===== src/design/lsp_defines.vh =====
// Register offsets, reset values and widths for the shared LCD I/O ports
`ifndef LSP_DEFINES_VH
`define LSP_DEFINES_VH
`define LSP_PORT_W 8
`define LSP_OFF_A_LATCH 12'h000
`define LSP_OFF_A_DRIVE 12'h004
`define LSP_OFF_A_LCD 12'h008
`define LSP_OFF_A_PIN 12'h00c
`define LSP_OFF_A_PERIPH 12'h010
`define LSP_OFF_B_LATCH 12'h020
`define LSP_OFF_B_DRIVE 12'h024
`define LSP_OFF_B_LCD 12'h028
`define LSP_OFF_B_PIN 12'h02c
`define LSP_RST_LATCH 8'hff
`define LSP_RST_DRIVE 8'h00
`define LSP_RST_LCD 8'h00
`endif


===== src/design/lsp_ports.v =====
// Top of the two shared LCD I/O ports with APB register access
`timescale 1ns/100ps
`default_nettype none
`include "lsp_defines.vh"
module lsp_ports #(
  parameter WIDTH = `LSP_PORT_W
) (
  // Clock and reset
  input wire pclk,
  input wire presetn,
  // APB
  input wire psel,
  input wire penable,
  input wire pwrite,
  input wire [11:0] paddr,
  input wire [31:0] pwdata,
  output reg [31:0] prdata,
  output wire pready,
  output wire pslverr,
  // Port A pads
  input wire [WIDTH-1:0] port_a_pin_i,
  output wire [WIDTH-1:0] port_a_pin_o,
  output wire [WIDTH-1:0] port_a_pin_oe,
  // Port A alternates: peripheral outputs idle high, inputs see pin level
  input wire [WIDTH-1:0] port_a_periph_out,
  input wire [WIDTH-1:0] port_a_lcd_seg,
  output reg [WIDTH-1:0] port_a_periph_in,
  // Port B pads
  input wire [WIDTH-1:0] port_b_pin_i,
  output wire [WIDTH-1:0] port_b_pin_o,
  output wire [WIDTH-1:0] port_b_pin_oe,
  // Port B segments
  input wire [WIDTH-1:0] port_b_lcd_seg
);
  wire wr_a_latch;
  wire wr_a_drive;
  wire wr_a_lcd;
  wire wr_b_latch;
  wire wr_b_drive;
  wire wr_b_lcd;
  wire hit;
  wire [WIDTH-1:0] port_a_out_latch;
  wire [WIDTH-1:0] port_a_drive_type_sel;
  wire [WIDTH-1:0] port_a_lcd_seg_sel;
  wire [WIDTH-1:0] port_b_out_latch;
  wire [WIDTH-1:0] port_b_drive_type_sel;
  wire [WIDTH-1:0] port_b_lcd_seg_sel;
  reg [WIDTH-1:0] port_a_pin_input;
  reg [WIDTH-1:0] port_b_pin_input;
  reg [31:0] next_prdata;
  localparam [31:0] ZERO = 32'h00000000;

  // Word index of a byte offset, same width as the decoded address bits
  function [9:0] word_idx;
    input [11:0] off;
    begin
      word_idx = off[11:2];
    end
  endfunction

  lsp_apb_slave u_apb (
    .psel(psel),
    .penable(penable),
    .pwrite(pwrite),
    .paddr(paddr),
    .pready(pready),
    .pslverr(pslverr),
    .wr_a_latch(wr_a_latch),
    .wr_a_drive(wr_a_drive),
    .wr_a_lcd(wr_a_lcd),
    .wr_b_latch(wr_b_latch),
    .wr_b_drive(wr_b_drive),
    .wr_b_lcd(wr_b_lcd),
    .hit(hit)
  );

  // Port A: full alternate set, peripheral output gated by latch
  lsp_port_ctrl #(.WIDTH(WIDTH)) u_port_a (
    .pclk(pclk),
    .presetn(presetn),
    .wr_latch(wr_a_latch),
    .wr_drive(wr_a_drive),
    .wr_lcd(wr_a_lcd),
    .wdata(pwdata[WIDTH-1:0]),
    .periph_out(port_a_periph_out),
    .lcd_seg(port_a_lcd_seg),
    .out_latch(port_a_out_latch),
    .drive_type_sel(port_a_drive_type_sel),
    .lcd_seg_sel(port_a_lcd_seg_sel),
    .pin_o(port_a_pin_o),
    .pin_oe(port_a_pin_oe)
  );

  // Port B: no peripheral, so the latch drives alone
  lsp_port_ctrl #(.WIDTH(WIDTH)) u_port_b (
    .pclk(pclk),
    .presetn(presetn),
    .wr_latch(wr_b_latch),
    .wr_drive(wr_b_drive),
    .wr_lcd(wr_b_lcd),
    .wdata(pwdata[WIDTH-1:0]),
    .periph_out({WIDTH{1'b1}}),
    .lcd_seg(port_b_lcd_seg),
    .out_latch(port_b_out_latch),
    .drive_type_sel(port_b_drive_type_sel),
    .lcd_seg_sel(port_b_lcd_seg_sel),
    .pin_o(port_b_pin_o),
    .pin_oe(port_b_pin_oe)
  );

  // Pin levels registered once; reads and peripheral inputs see the same sample
  always @(posedge pclk or negedge presetn) begin
    if (!presetn) begin
      port_a_pin_input <= {WIDTH{1'b0}};
      port_b_pin_input <= {WIDTH{1'b0}};
      port_a_periph_in <= {WIDTH{1'b0}};
      prdata <= ZERO;
    end else begin
      port_a_pin_input <= port_a_pin_i;
      port_b_pin_input <= port_b_pin_i;
      port_a_periph_in <= port_a_pin_i;
      prdata <= next_prdata;
    end
  end

  // Read data registered in setup; valid during the access cycle
  always @* begin
    next_prdata = ZERO;
    if (psel && !penable && !pwrite && hit) begin
      case (paddr[11:2])
        word_idx(`LSP_OFF_A_LATCH): next_prdata[WIDTH-1:0] = port_a_out_latch;
        word_idx(`LSP_OFF_A_DRIVE): next_prdata[WIDTH-1:0] = port_a_drive_type_sel;
        word_idx(`LSP_OFF_A_LCD): next_prdata[WIDTH-1:0] = port_a_lcd_seg_sel;
        word_idx(`LSP_OFF_A_PIN): next_prdata[WIDTH-1:0] = port_a_pin_input;
        word_idx(`LSP_OFF_A_PERIPH): next_prdata[WIDTH-1:0] = port_a_periph_in;
        word_idx(`LSP_OFF_B_LATCH): next_prdata[WIDTH-1:0] = port_b_out_latch;
        word_idx(`LSP_OFF_B_DRIVE): next_prdata[WIDTH-1:0] = port_b_drive_type_sel;
        word_idx(`LSP_OFF_B_LCD): next_prdata[WIDTH-1:0] = port_b_lcd_seg_sel;
        word_idx(`LSP_OFF_B_PIN): next_prdata[WIDTH-1:0] = port_b_pin_input;
        default: next_prdata = ZERO;
      endcase
    end
  end
endmodule // lsp_ports
`default_nettype wire


===== src/design/lsp_port_ctrl.v =====
// One 8-bit port: control registers and per-pin output stage
`timescale 1ns/100ps
`default_nettype none
`include "lsp_defines.vh"
module lsp_port_ctrl #(
  parameter WIDTH = `LSP_PORT_W
) (
  // Clock and reset
  input wire pclk,
  input wire presetn,
  // Register writes
  input wire wr_latch,
  input wire wr_drive,
  input wire wr_lcd,
  input wire [WIDTH-1:0] wdata,
  // Alternate sources
  input wire [WIDTH-1:0] periph_out,
  input wire [WIDTH-1:0] lcd_seg,
  // Register contents
  output reg [WIDTH-1:0] out_latch,
  output reg [WIDTH-1:0] drive_type_sel,
  output reg [WIDTH-1:0] lcd_seg_sel,
  // Pads
  output reg [WIDTH-1:0] pin_o,
  output reg [WIDTH-1:0] pin_oe
);
  integer i;
  reg lvl;

  always @(posedge pclk or negedge presetn) begin
    if (!presetn) begin
      out_latch <= `LSP_RST_LATCH;
      drive_type_sel <= `LSP_RST_DRIVE;
      lcd_seg_sel <= `LSP_RST_LCD;
    end else begin
      if (wr_latch) begin
        out_latch <= wdata;
      end
      if (wr_drive) begin
        drive_type_sel <= wdata;
      end
      if (wr_lcd) begin
        lcd_seg_sel <= wdata;
      end
    end
  end

  // Peripheral output is ANDed with the latch, so a latch one lets it through
  always @* begin
    pin_o = {WIDTH{1'b0}};
    pin_oe = {WIDTH{1'b0}};
    lvl = 1'b0;
    for (i = 0; i < WIDTH; i = i + 1) begin
      if (lcd_seg_sel[i]) begin
        pin_o[i] = lcd_seg[i];
        pin_oe[i] = 1'b1;
      end else begin
        lvl = out_latch[i] & periph_out[i];
        pin_o[i] = lvl;
        // Open drain only pulls low; a one floats the pin
        pin_oe[i] = drive_type_sel[i] | ~lvl;
      end
    end
  end
endmodule // lsp_port_ctrl
`default_nettype wire


===== src/design/lsp_apb_slave.v =====
// APB decode for the two port register sets
`timescale 1ns/100ps
`default_nettype none
`include "lsp_defines.vh"
module lsp_apb_slave (
  // APB
  input wire psel,
  input wire penable,
  input wire pwrite,
  input wire [11:0] paddr,
  output wire pready,
  output wire pslverr,
  // Write strobes
  output wire wr_a_latch,
  output wire wr_a_drive,
  output wire wr_a_lcd,
  output wire wr_b_latch,
  output wire wr_b_drive,
  output wire wr_b_lcd,
  // Address hit
  output wire hit
);
  wire wr;
  function dec;
    input [11:0] a;
    input [11:0] off;
    begin
      dec = (a[11:2] == off[11:2]);
    end
  endfunction
  assign wr = psel & penable & pwrite;
  assign pready = 1'b1;
  assign hit = dec(paddr, `LSP_OFF_A_LATCH) | dec(paddr, `LSP_OFF_A_DRIVE) | dec(paddr, `LSP_OFF_A_LCD) |
    dec(paddr, `LSP_OFF_A_PIN) | dec(paddr, `LSP_OFF_A_PERIPH) | dec(paddr, `LSP_OFF_B_LATCH) |
    dec(paddr, `LSP_OFF_B_DRIVE) | dec(paddr, `LSP_OFF_B_LCD) | dec(paddr, `LSP_OFF_B_PIN);
  // Unmapped accesses, reads or writes, and writes to read-only registers answer with an error
  assign pslverr = psel & penable & (~hit | (pwrite & (dec(paddr, `LSP_OFF_A_PIN) |
    dec(paddr, `LSP_OFF_B_PIN) | dec(paddr, `LSP_OFF_A_PERIPH))));
  assign wr_a_latch = wr & dec(paddr, `LSP_OFF_A_LATCH);
  assign wr_a_drive = wr & dec(paddr, `LSP_OFF_A_DRIVE);
  assign wr_a_lcd = wr & dec(paddr, `LSP_OFF_A_LCD);
  assign wr_b_latch = wr & dec(paddr, `LSP_OFF_B_LATCH);
  assign wr_b_drive = wr & dec(paddr, `LSP_OFF_B_DRIVE);
  assign wr_b_lcd = wr & dec(paddr, `LSP_OFF_B_LCD);
endmodule // lsp_apb_slave
`default_nettype wire


===== config.mk =====
export PLATFORM = sky130hd
export DESIGN_NAME = lsp_ports
export DESIGN_NICKNAME = d
export VERILOG_FILES = /design/src/design/lsp_ports.v /design/src/design/lsp_port_ctrl.v /design/src/design/lsp_apb_slave.v
export VERILOG_INCLUDE_DIRS = /design/src /design/src/design
export SDC_FILE = /design/constraint.sdc
export NUM_CORES = 1
export LEC_CHECK = 0
export ABC_AREA = 1
export BUFFER_PORTS_ARGS = -buffer_cell sky130_fd_sc_hd__buf_2
export CORE_UTILIZATION = 48
export DETAILED_ROUTE_END_ITERATION = 10
export HOLD_SLACK_MARGIN = 0.1
export PLACE_DENSITY = 0.8
export SLEW_MARGIN = 20
export SYNTH_ARGS = -nofsm -noshare
export SYNTH_HDL_FRONTEND = slang
export SYNTH_SLANG_ARGS = --single-unit

===== constraint.sdc =====
create_clock -name pclk -period 1.1 [get_ports pclk]
set_input_delay 0.11 -clock pclk [delete_from_list [all_inputs] [get_ports pclk]]
set_output_delay 0.11 -clock pclk [all_outputs]
set_load 0.01 [all_outputs]

==> results of run 1 <==
-- tightest hold or removal path: cells and delay by family --
family                 cells  cell delay, ns
buffers and inverters      2            0.17
AO/OA/AOI/OAI              1            0.15
-- cell families (layout without fill, tap and decap cells) --
kind of cell | count (synthesis) | in the layout | synth area share, %
AOI/OAI and AO/OA | 58 | 58 | 9.14
buffers and inverters | 61 | 238 | 9.98
DFF | 72 | 72 | 46.7
other | 2 | 25 | 0.193
and+or+nand+nor | 264 | 264 | 34.0
-- state kept, by name (all words and copies together) (netlist names) --
signal                   cells
port_a_pin_input             8
port_b_pin_input             8
prdata                       8
u_port_a.drive_type_sel      8
u_port_a.lcd_seg_sel         8
u_port_a.out_latch           8
u_port_b.drive_type_sel      8
u_port_b.lcd_seg_sel         8
u_port_b.out_latch           8
-- cell type report --
type	instances	area (µm²)	area share (%)
sequential	72	1820	31.6
multi-input combinational	347	1960	34.0
clock buffer	13	139	2.41
inverter	24	90.1	1.56
timing repair buffer	198	1590	27.5
clock inverter	3	42.5	0.737
tap	102	128	2.21
-- power by group --
group / internal, mW / switching (mW)
Sequential: 2.69 / 0.0239
Clock: 1.05 / 0.970
Combinational: 0.253 / 0.329
Total: 3.99 / 1.32
-- cell usage in the layout, fill, tap and decap left out, types with 12 or more instances in the layout --
cell,instances
buf_2,80
buf_4,50
buf_6,42
conb_1,25
dfrtp_1,56
dfstp_2,16
dlygate4sd3_1,18
inv_1,20
nand2_1,117
nand2_2,21
nand3_1,55
nor2_1,16
o21ai_0,28
o21ai_1,12
or2_4,16
-- routing by layer --
| metal | global-route usage [%] | wire length [µm] | vias to the layer above |
|---|---|---|---|
| met5 | 0 | 0 | - |
| met4 | 13.2 | 343 | 0 |
| met3 | 3.65 | 608 | 36 |
| met2 | 46.8 | 5840 | 185 |
| met1 | 30.5 | 4200 | 1856 |
| li1 | - | - | 1818 |
-- worst min-delay path by stage --
stage | end | slack (ns)
final | u_port_a.lcd_seg_sel[6] | 0.12
after global routing | u_port_a.lcd_seg_sel[0] | 0.14
after CTS | u_port_b.lcd_seg_sel[6] | 0.12
after detailed placement | port_a_pin_input[0] | 0.02
after global placement | port_a_pin_input[0] | 0.03
after floorplan | port_a_pin_input[0] | -0.19
-- what timing repair did --
item | in CTS | in global routing
pin swaps | 20 | 11
setup endpoints to repair | 33 | 40
resized for setup | 63 | 33
hold buffers | 18 | 0
buffers inserted | 10 | 4
endpoints found under the hold margin | 75 | 0
gates cloned | 0 | 0
==> results.yml, run 1 <==
clocking:
  clk_path_buf_depth: 2
  root_buffer: "clkbuf_8"
  cts_max_level: 3
  cts.sinks: 72
  cts_buffers: 9
  clk_latency_ns: 0.35
  cts_tree: "done"
  clk_pin_slew_worst_paths_ns: 0.08
power_and_ir_drop:
  p_leak_nw: 2.95
  vdd_drop_max_mv: 0.710
  p_total_mw: 5.31
  power_density_nw_per_um2: 921
floorplanning:
  io_pins: 163
  die_w_um: 92.1
  core_um2: 7810
  die_area_um2: 8490
  die_h_um: 92.1
  start_util_pct: 50.0
  core.rowCount: 32
min_path:
  whs_path_depth: 3
  min_path_type: "input pin to flip-flop"
  min_from: "pwdata[6]"
critical_path:
  cp.required_ns: 0.99
  crit_fanout: 2
  path_cells: "nand3b_1 -> or2_4 -> buf_6"
  r2r_end: "prdata[3]"
  worst-r2r-cell-count: 6
  cp.arrival_ns: 1.37
  cp_top_family: "flip-flops"
  cp-start-kind: "flip-flop"
  slowest_stage: "dfstp_2"
  path_class: "flip-flop to output pin"
  critical-path-max-stage-delay_ns: 0.55
  crit_start: "u_port_a.out_latch[4]"
  r2r_slack_ns: -0.03
  path_depth: 3
  endpoint: "port_a_pin_oe[4]"
  cp_num_buf_inv: 1
  r2r_start: "u_port_a.out_latch[3]"
  cp-end-kind: "output pin"
layout:
  final_cells: 759
  fillers: 571
  antenna_cells: 0
  stdcell_area_um2: 5770
  final_core_util_pct: 73.9
  area_growth_pct: 47.9
  num-nets-final: 741
  drive_gt1_share_pct: 45.1
placed_design:
  place_congestion: 0.899
  place_area_um2: 4920
  pre_cts_ws_ns: -0.246
  dp_hpwl_mm: 7.62
  port_buffers: 111
  numPlacedInstances: 713
synth:
  synth_edf_count: 0
  synth_area_leaders: "dfrtp_1 (36%), nand2_1 (13%), dfstp_2 (11%)"
  postSynth.asyncResetShare_pct: 100
  yosys-top-cells-count: "nand2_1 (140), nand3_1 (57), dfrtp_1 (56)"
  ys_seq_area_share_pct: 46.7
  yosysTopAreaCell: "dfrtp_1"
  synth_top_area_share_pct: 35.9
  avgSynthCellArea_um2: 8.53
  netlist_instances: 457
  synth_seq_cells: 72
  yosys.cell_count.top_type: "nand2_1"
  syn_area_um2: 3900
  ys_types: 27
  synth-main-ff-cell: "dfrtp_1"
  yosysWarnings: 0
timing:
  max_freq_mhz: 677
  fin_skew_ns: 0.00797
  finalSetupViolations: 34
  period_needed_ns: 1.48
  maxSlewViolCount: 0
  hold_viol: 0
  whs_ns: 0.120
  final.period_utilization_pct: 134
  rsz0062_at_grt: "true"
  fin_tns_setup_ns: -9.33
  fin_ws_ns: -0.378
global_routing:
  grt_pass1_wl_mm: 17.1
  grt_max_degree: 35
  grt_overflow: 0
  grt_use_total_pct: 26.2
  antenna_found_initial: 0
  grt_pass1_vias: 3780
drt:
  drt_iter0_drc: 298
  route.detailed.drc: 0
  routed_wl_mm: 11.0
  firstDrtPassIters: 5
  wl_per_cell_um: 14.5
  dr_total_vias: 3895
  antenna_left: 0
  viasPerCell: 5.13
status:
  violations: "negative setup slack"
  status: "finished, violations left"
job:
  cap_viol_max_count: 0
Power figures use the tool's default switching activity.
==> run 2, diff against run 1 <==
--- a/config.mk
+++ b/config.mk
@@ -8,10 +8,10 @@
 export LEC_CHECK = 0
 export ABC_AREA = 1
 export BUFFER_PORTS_ARGS = -buffer_cell sky130_fd_sc_hd__buf_2
-export CORE_UTILIZATION = 48
+export CORE_UTILIZATION = 40
 export DETAILED_ROUTE_END_ITERATION = 10
 export HOLD_SLACK_MARGIN = 0.1
-export PLACE_DENSITY = 0.8
+export PLACE_DENSITY = 0.69
 export SLEW_MARGIN = 20
 export SYNTH_ARGS = -nofsm -noshare
 export SYNTH_HDL_FRONTEND = slang
==> run 2 against run 1 <==
Net effect:
- the run still ends with negative setup slack left
- sequential share of layout area down 0.79 points
- wire length rose by 3.6%
- non-clock buffer count grew 4
- clock skew grew 0.0033 ns
- fmax is 1.3% higher
- via count shrank 1.4%
- total power is 0.30% higher
- first-iteration DRC count shrank 27%
- critical path type unchanged
==> results.yml, run 2 (synthesis gave the netlist of run 1 again) <==
status:
  status: "finished, violations left"
  violations: "negative setup slack"
global_routing:
  grt_pass1_vias: 3757
  antenna_found_initial: 0
  grt_use_total_pct: 22.8
  grt_overflow: 0
  grt_max_degree: 73
  grt_pass1_wl_mm: 17.7
layout:
  area_growth_pct: 51.7
  final_common_cell: "nand2_1"
  stdcell_area_um2: 5920
  final_cells: 790
  drive_gt1_share_pct: 47.4
  num-nets-final: 746
  final_cell_mix: "nand2_1 (113), buf_2 (76), buf_4 (56), dfrtp_1 (56), nand3_1 (53)"
  antenna_cells: 0
  fillers: 779
min_path:
  min_path_type: "input pin to flip-flop"
critical_path:
  cp_num_buf_inv: 1
  cp.required_ns: 0.99
  cp.arrival_ns: 1.35
  cp-start-kind: "flip-flop"
  slowest_stage: "dfstp_2"
  critical-path-max-stage-delay_ns: 0.54
  crit_fanout: 2
  cp_top_family: "flip-flops"
  path_class: "flip-flop to output pin"
  r2r_slack_ns: 0.01
  cp-end-kind: "output pin"
  path_cells: "nand3b_1 -> or2_4 -> buf_6"
floorplanning:
  start_util_pct: 41.8
  core.rowCount: 35
  die_area_um2: 10100
  core_um2: 9330
  die_w_um: 101
  io_pins: 163
  die_h_um: 101
drt:
  wl_per_cell_um: 14.4
  drt_iter0_drc: 217
  dr_total_vias: 3840
  firstDrtPassIters: 5
  viasPerCell: 4.86
  antenna_left: 0
  routed_wl_mm: 11.4
  route.detailed.drc: 0
timing:
  rsz0062_at_grt: "true"
  finalSetupViolations: 33
  whs_ns: 0.111
  fin_skew_ns: 0.0112
  period_needed_ns: 1.46
  maxSlewViolCount: 0
  final.period_utilization_pct: 133
  hold_viol: 0
  max_freq_mhz: 685
  fin_ws_ns: -0.359
placed_design:
  place_area_um2: 5010
  dp_hpwl_mm: 7.74
  port_buffers: 111
  place_congestion: 0.844
  pre_cts_ws_ns: -0.239
  numPlacedInstances: 745
clocking:
  clk_latency_ns: 0.35
  cts.sinks: 72
  cts_max_level: 3
  clk_pin_slew_worst_paths_ns: 0.07
  root_buffer: "clkbuf_8"
  cts_buffers: 9
  cts_tree: "done"
  clk_path_buf_depth: 2
job:
  cap_viol_max_count: 0
power_and_ir_drop:
  power_density_nw_per_um2: 901
  internal_power_mw: 4.03
  switching_share_pct: 24.3
  p_sw_mw: 1.29
  clkPwrFrac_pct: 38.2
  p_leak_nw: 2.98
  seq_power_share_pct: 50.9
  combPwrFrac_pct: 10.9
  vdd_drop_max_mv: 0.597
==> run 2: changes by cell type in the layout (fill, tap and decap cells not counted), moves of 3 or more <==
| cell | delta |
|---|---|
| buf_4 | +6 |
| buf_2 | -4 |
| nand2_1 | -4 |
| nand2_2 | +4 |
| nor2_2 | +4 |
| nor2_1 | -3 |
==> run 2: path summary, 6_finish.rpt <==
check	from	to	cells past startpoint
max	u_port_a.out_latch[5]	port_a_pin_oe[5]	3
min	pwdata[6]	u_port_a.lcd_seg_sel[6]	3
max reg2reg	u_port_a.out_latch[7]	prdata[7]	6
min reg2reg	u_port_a.drive_type_sel[6]	u_port_a.drive_type_sel[6]	2
max in group asynchronous	presetn	u_port_b.out_latch[1]	3
min in group asynchronous	presetn	u_port_b.lcd_seg_sel[5]	3
==> run 2: power groups by stage <==
stage               logic, mW  registers (mW)  clock network, mW
detailed placement      0.473            2.76                  0
global placement        0.466            2.76                  0
global route            0.631            2.71               2.18
floorplan               0.236            2.76                  0
CTS                     0.554            2.71               2.07
finish                  0.579            2.71               2.04
==> run 2: per-layer routing <==
| layer | vias up | global-route usage [%] | wire length, µm |
|---|---|---|---|
| li1 | 1839 | - | - |
| met1 | 1800 | 27.0 | 4380 |
| met3 | 29 | 3.95 | 666 |
| met4 | 0 | 11.9 | 367 |
| met2 | 172 | 39.6 | 5970 |
| met5 | - | 0 | 0 |
==> run 2: final cells by class <==
type | count | area, µm² | share of cell area (%)
clock buffers | 12 | 145 | 2.45
clock inverters | 3 | 42.5 | 0.719
inverters | 24 | 92.6 | 1.56
multi-input cells | 348 | 2000 | 33.8
flip-flops and latches | 72 | 1820 | 30.8
well taps | 129 | 161 | 2.73
repair buffers | 202 | 1660 | 28.0
==> run 2: repair_timing <==
item                                    4_1_cts  5_1_grt
setup buffers                                 8        7
resized for setup                            67       42
gates cloned                                  0        1
pin swaps                                    22       21
endpoints found under the hold margin        87        0
endpoints found under the setup margin       33       39
hold buffers                                 17        0
==> run 2: tightest hold or removal path: stages <==
cell	delay [ns]
buf_2	0.08
inv_1	0.10
o21ai_2	0.14
==> run 2: through the flow <==
step / setup TNS, ns / power (mW) / utilization [%]
2_1_floorplan: -0.0175 / 3.00 / -
3_3_place_gp: -8.69 / 3.23 / 53.7
3_5_place_dp: -10.23 / 3.23 / 53.7
4_1_cts: -9.44 / 5.33 / 61.2
5_1_grt: -10.56 / 5.53 / 63.4
6_report: -9.14 / 5.33 / 63.4
==> run 3, diff against run 2 <==
--- a/config.mk
+++ b/config.mk
@@ -8,10 +8,11 @@
 export LEC_CHECK = 0
 export ABC_AREA = 1
 export BUFFER_PORTS_ARGS = -buffer_cell sky130_fd_sc_hd__buf_2
+export CAP_MARGIN = 20
 export CORE_UTILIZATION = 40
 export DETAILED_ROUTE_END_ITERATION = 10
 export HOLD_SLACK_MARGIN = 0.1
-export PLACE_DENSITY = 0.69
+export PLACE_DENSITY = 0.79
 export SLEW_MARGIN = 20
 export SYNTH_ARGS = -nofsm -noshare
 export SYNTH_HDL_FRONTEND = slang
==> run 3 against run 2 <==
Net effect:
- the run still ends with negative setup slack left
- via count is 2.3% higher
- setup slack worse by 0.024 ns
- cell count stayed put
- core utilization is 0.15 points higher
- clock skew is 0.0030 ns lower
- worst hold slack better by 0.0056 ns
- largest cell class unchanged
- highest routed layer unchanged
==> results.yml, run 3 (synthesis gave the netlist of run 1 again) <==
status:
  status: "finished, violations left"
  violations: "negative setup slack"
drt:
  routed_wl_mm: 11.6
  drt_iter0_drc: 174
  route.detailed.drc: 0
  wl_per_cell_um: 14.7
  dr_total_vias: 3930
  viasPerCell: 4.97
  firstDrtPassIters: 4
  antenna_left: 0
clocking:
  cts.sinks: 72
  cts_tree: "done"
  clk_latency_ns: 0.35
  clk_pin_slew_worst_paths_ns: 0.08
  cts_buffers: 9
  root_buffer: "clkbuf_8"
  clk_path_buf_depth: 2
  cts_max_level: 3
critical_path:
  crit_fanout: 2
  cp-end-kind: "output pin"
  path_cells: "nand3b_1 -> or2_4 -> buf_6"
  slowest_stage: "dfstp_2"
  cp.required_ns: 0.99
  path_class: "flip-flop to output pin"
  r2r_start: "u_port_a.out_latch[2]"
  r2r_slack_ns: 0.04
  r2r_end: "prdata[2]"
  critical-path-max-stage-delay_ns: 0.55
  cp.arrival_ns: 1.37
  worst-r2r-cell-count: 5
  cp-start-kind: "flip-flop"
min_path:
  hold_path_end: "u_port_a.lcd_seg_sel[6]"
  whs_path_depth: 3
  min_path_type: "input pin to flip-flop"
  min_from: "pwdata[6]"
global_routing:
  grt_overflow: 0
  grt_max_degree: 73
  grt_pass1_vias: 3807
  antenna_found_initial: 0
  grt_use_total_pct: 23.1
  grt_pass1_wl_mm: 17.9
timing:
  hold_viol: 0
  rsz0062_at_grt: "true"
  final.period_utilization_pct: 135
  max_freq_mhz: 674
  maxSlewViolCount: 0
  finalSetupViolations: 33
  whs_ns: 0.116
  fin_tns_setup_ns: -9.23
  fin_skew_ns: 0.00821
  fin_ws_ns: -0.383
  period_needed_ns: 1.48
power_and_ir_drop:
  p_total_mw: 5.40
  power_density_nw_per_um2: 911
  p_leak_nw: 2.98
  vdd_drop_max_mv: 0.653
layout:
  area_growth_pct: 52.1
  num-nets-final: 745
  final_core_util_pct: 63.6
  multi_input_area_um2: 2030
  final_cell_mix: "nand2_1 (112), buf_2 (73), nand3_1 (56), dfrtp_1 (56), buf_4 (54)"
  fillers: 758
  regArea_um2: 1820
  final_common_cell: "nand2_1"
  drive_gt1_share_pct: 46.9
  antenna_cells: 0
floorplanning:
  io_pins: 163
  die_area_um2: 10100
  die_w_um: 101
  core_um2: 9330
  die_h_um: 101
  start_util_pct: 41.8
  core.rowCount: 35
placed_design:
  pre_cts_ws_ns: -0.273
  port_buffers: 111
  dp_hpwl_mm: 7.79
  place_congestion: 0.912
job:
  cap_viol_max_count: 0
run 3: cell count changes in the layout (fill, tap and decap cells not counted), sizes merged:
| cell | change |
|---|---|
| buf | -4 |
| clkinv | +2 |
| nand3 | +2 |
| clkbuf | -1 |
| inv | +1 |
run 3: worst max-delay path by stage:
| stage | start | end | slack (ns) | depth (start not counted) |
|---|---|---|---|---|
| 2_1_floorplan | paddr[9] | u_port_a.drive_type_sel[5] | -0.009 | 7 |
| 3_3_place_gp | paddr[11] | u_port_b.lcd_seg_sel[0] | -0.21 | 8 |
| 3_5_place_dp | paddr[11] | u_port_b.lcd_seg_sel[0] | -0.27 | 7 |
| 4_1_cts | u_port_a.out_latch[5] | port_a_pin_oe[5] | -0.36 | 3 |
| 5_1_grt | u_port_a.out_latch[2] | port_a_pin_oe[2] | -0.42 | 3 |
| 6_report | u_port_a.out_latch[2] | port_a_pin_oe[2] | -0.38 | 3 |
run 3: metal layers:
metal | GRT usage, % | routed length [µm] | vias to the layer above | share of wire (%)
li1 | - | - | 1836 | -
met1 | 27.5 | 4480 | 1865 | 38
met2 | 41.9 | 6090 | 210 | 52
met3 | 4.51 | 851 | 19 | 7.3
met4 | 6.91 | 225 | 0 | 1.9
met5 | 0 | 0 | - | 0
run 3: what timing repair did:
item                                    CTS  global route
resized for setup                        72            47
setup buffers                            11             1
endpoints found under the setup margin   33            60
hold buffers                             17             0
pin swaps                                23            12
gates cloned                              0             3
endpoints found under the hold margin    85             0
run 3: layout make-up:
cell class / count / area share (%)
clock buffers: 10 / 2.15
clock inverters: 6 / 1.16
inverters: 24 / 1.52
multi-input cells: 350 / 34.2
flip-flops and latches: 72 / 30.7
well taps: 129 / 2.72
repair buffers: 199 / 27.6
run 3: report_power, final:
part           switching [mW]  internal (mW)
logic                   0.342          0.247
registers              0.0217           2.69
clock network            1.04           1.06
total                    1.41           3.99
run 3: worst max-delay path, delay by kind of cell, from the launching register on:
| family | cells | cell delay (ns) |
|---|---|---|
| buffers and inverters | 1 | 0.12 |
| AND/OR/NAND/NOR | 2 | 0.36 |
| flip-flops | 1 | 0.55 |
run 3: stage by stage:
stage / area [µm²] / instances
3_5_place_dp: 4990 / 743
4_1_cts: 5720 / 786
6_report: 5930 / 790
3_3_place_gp: 4990 / 743
5_1_grt: 5930 / 790
2_1_floorplan: 4010 / 480
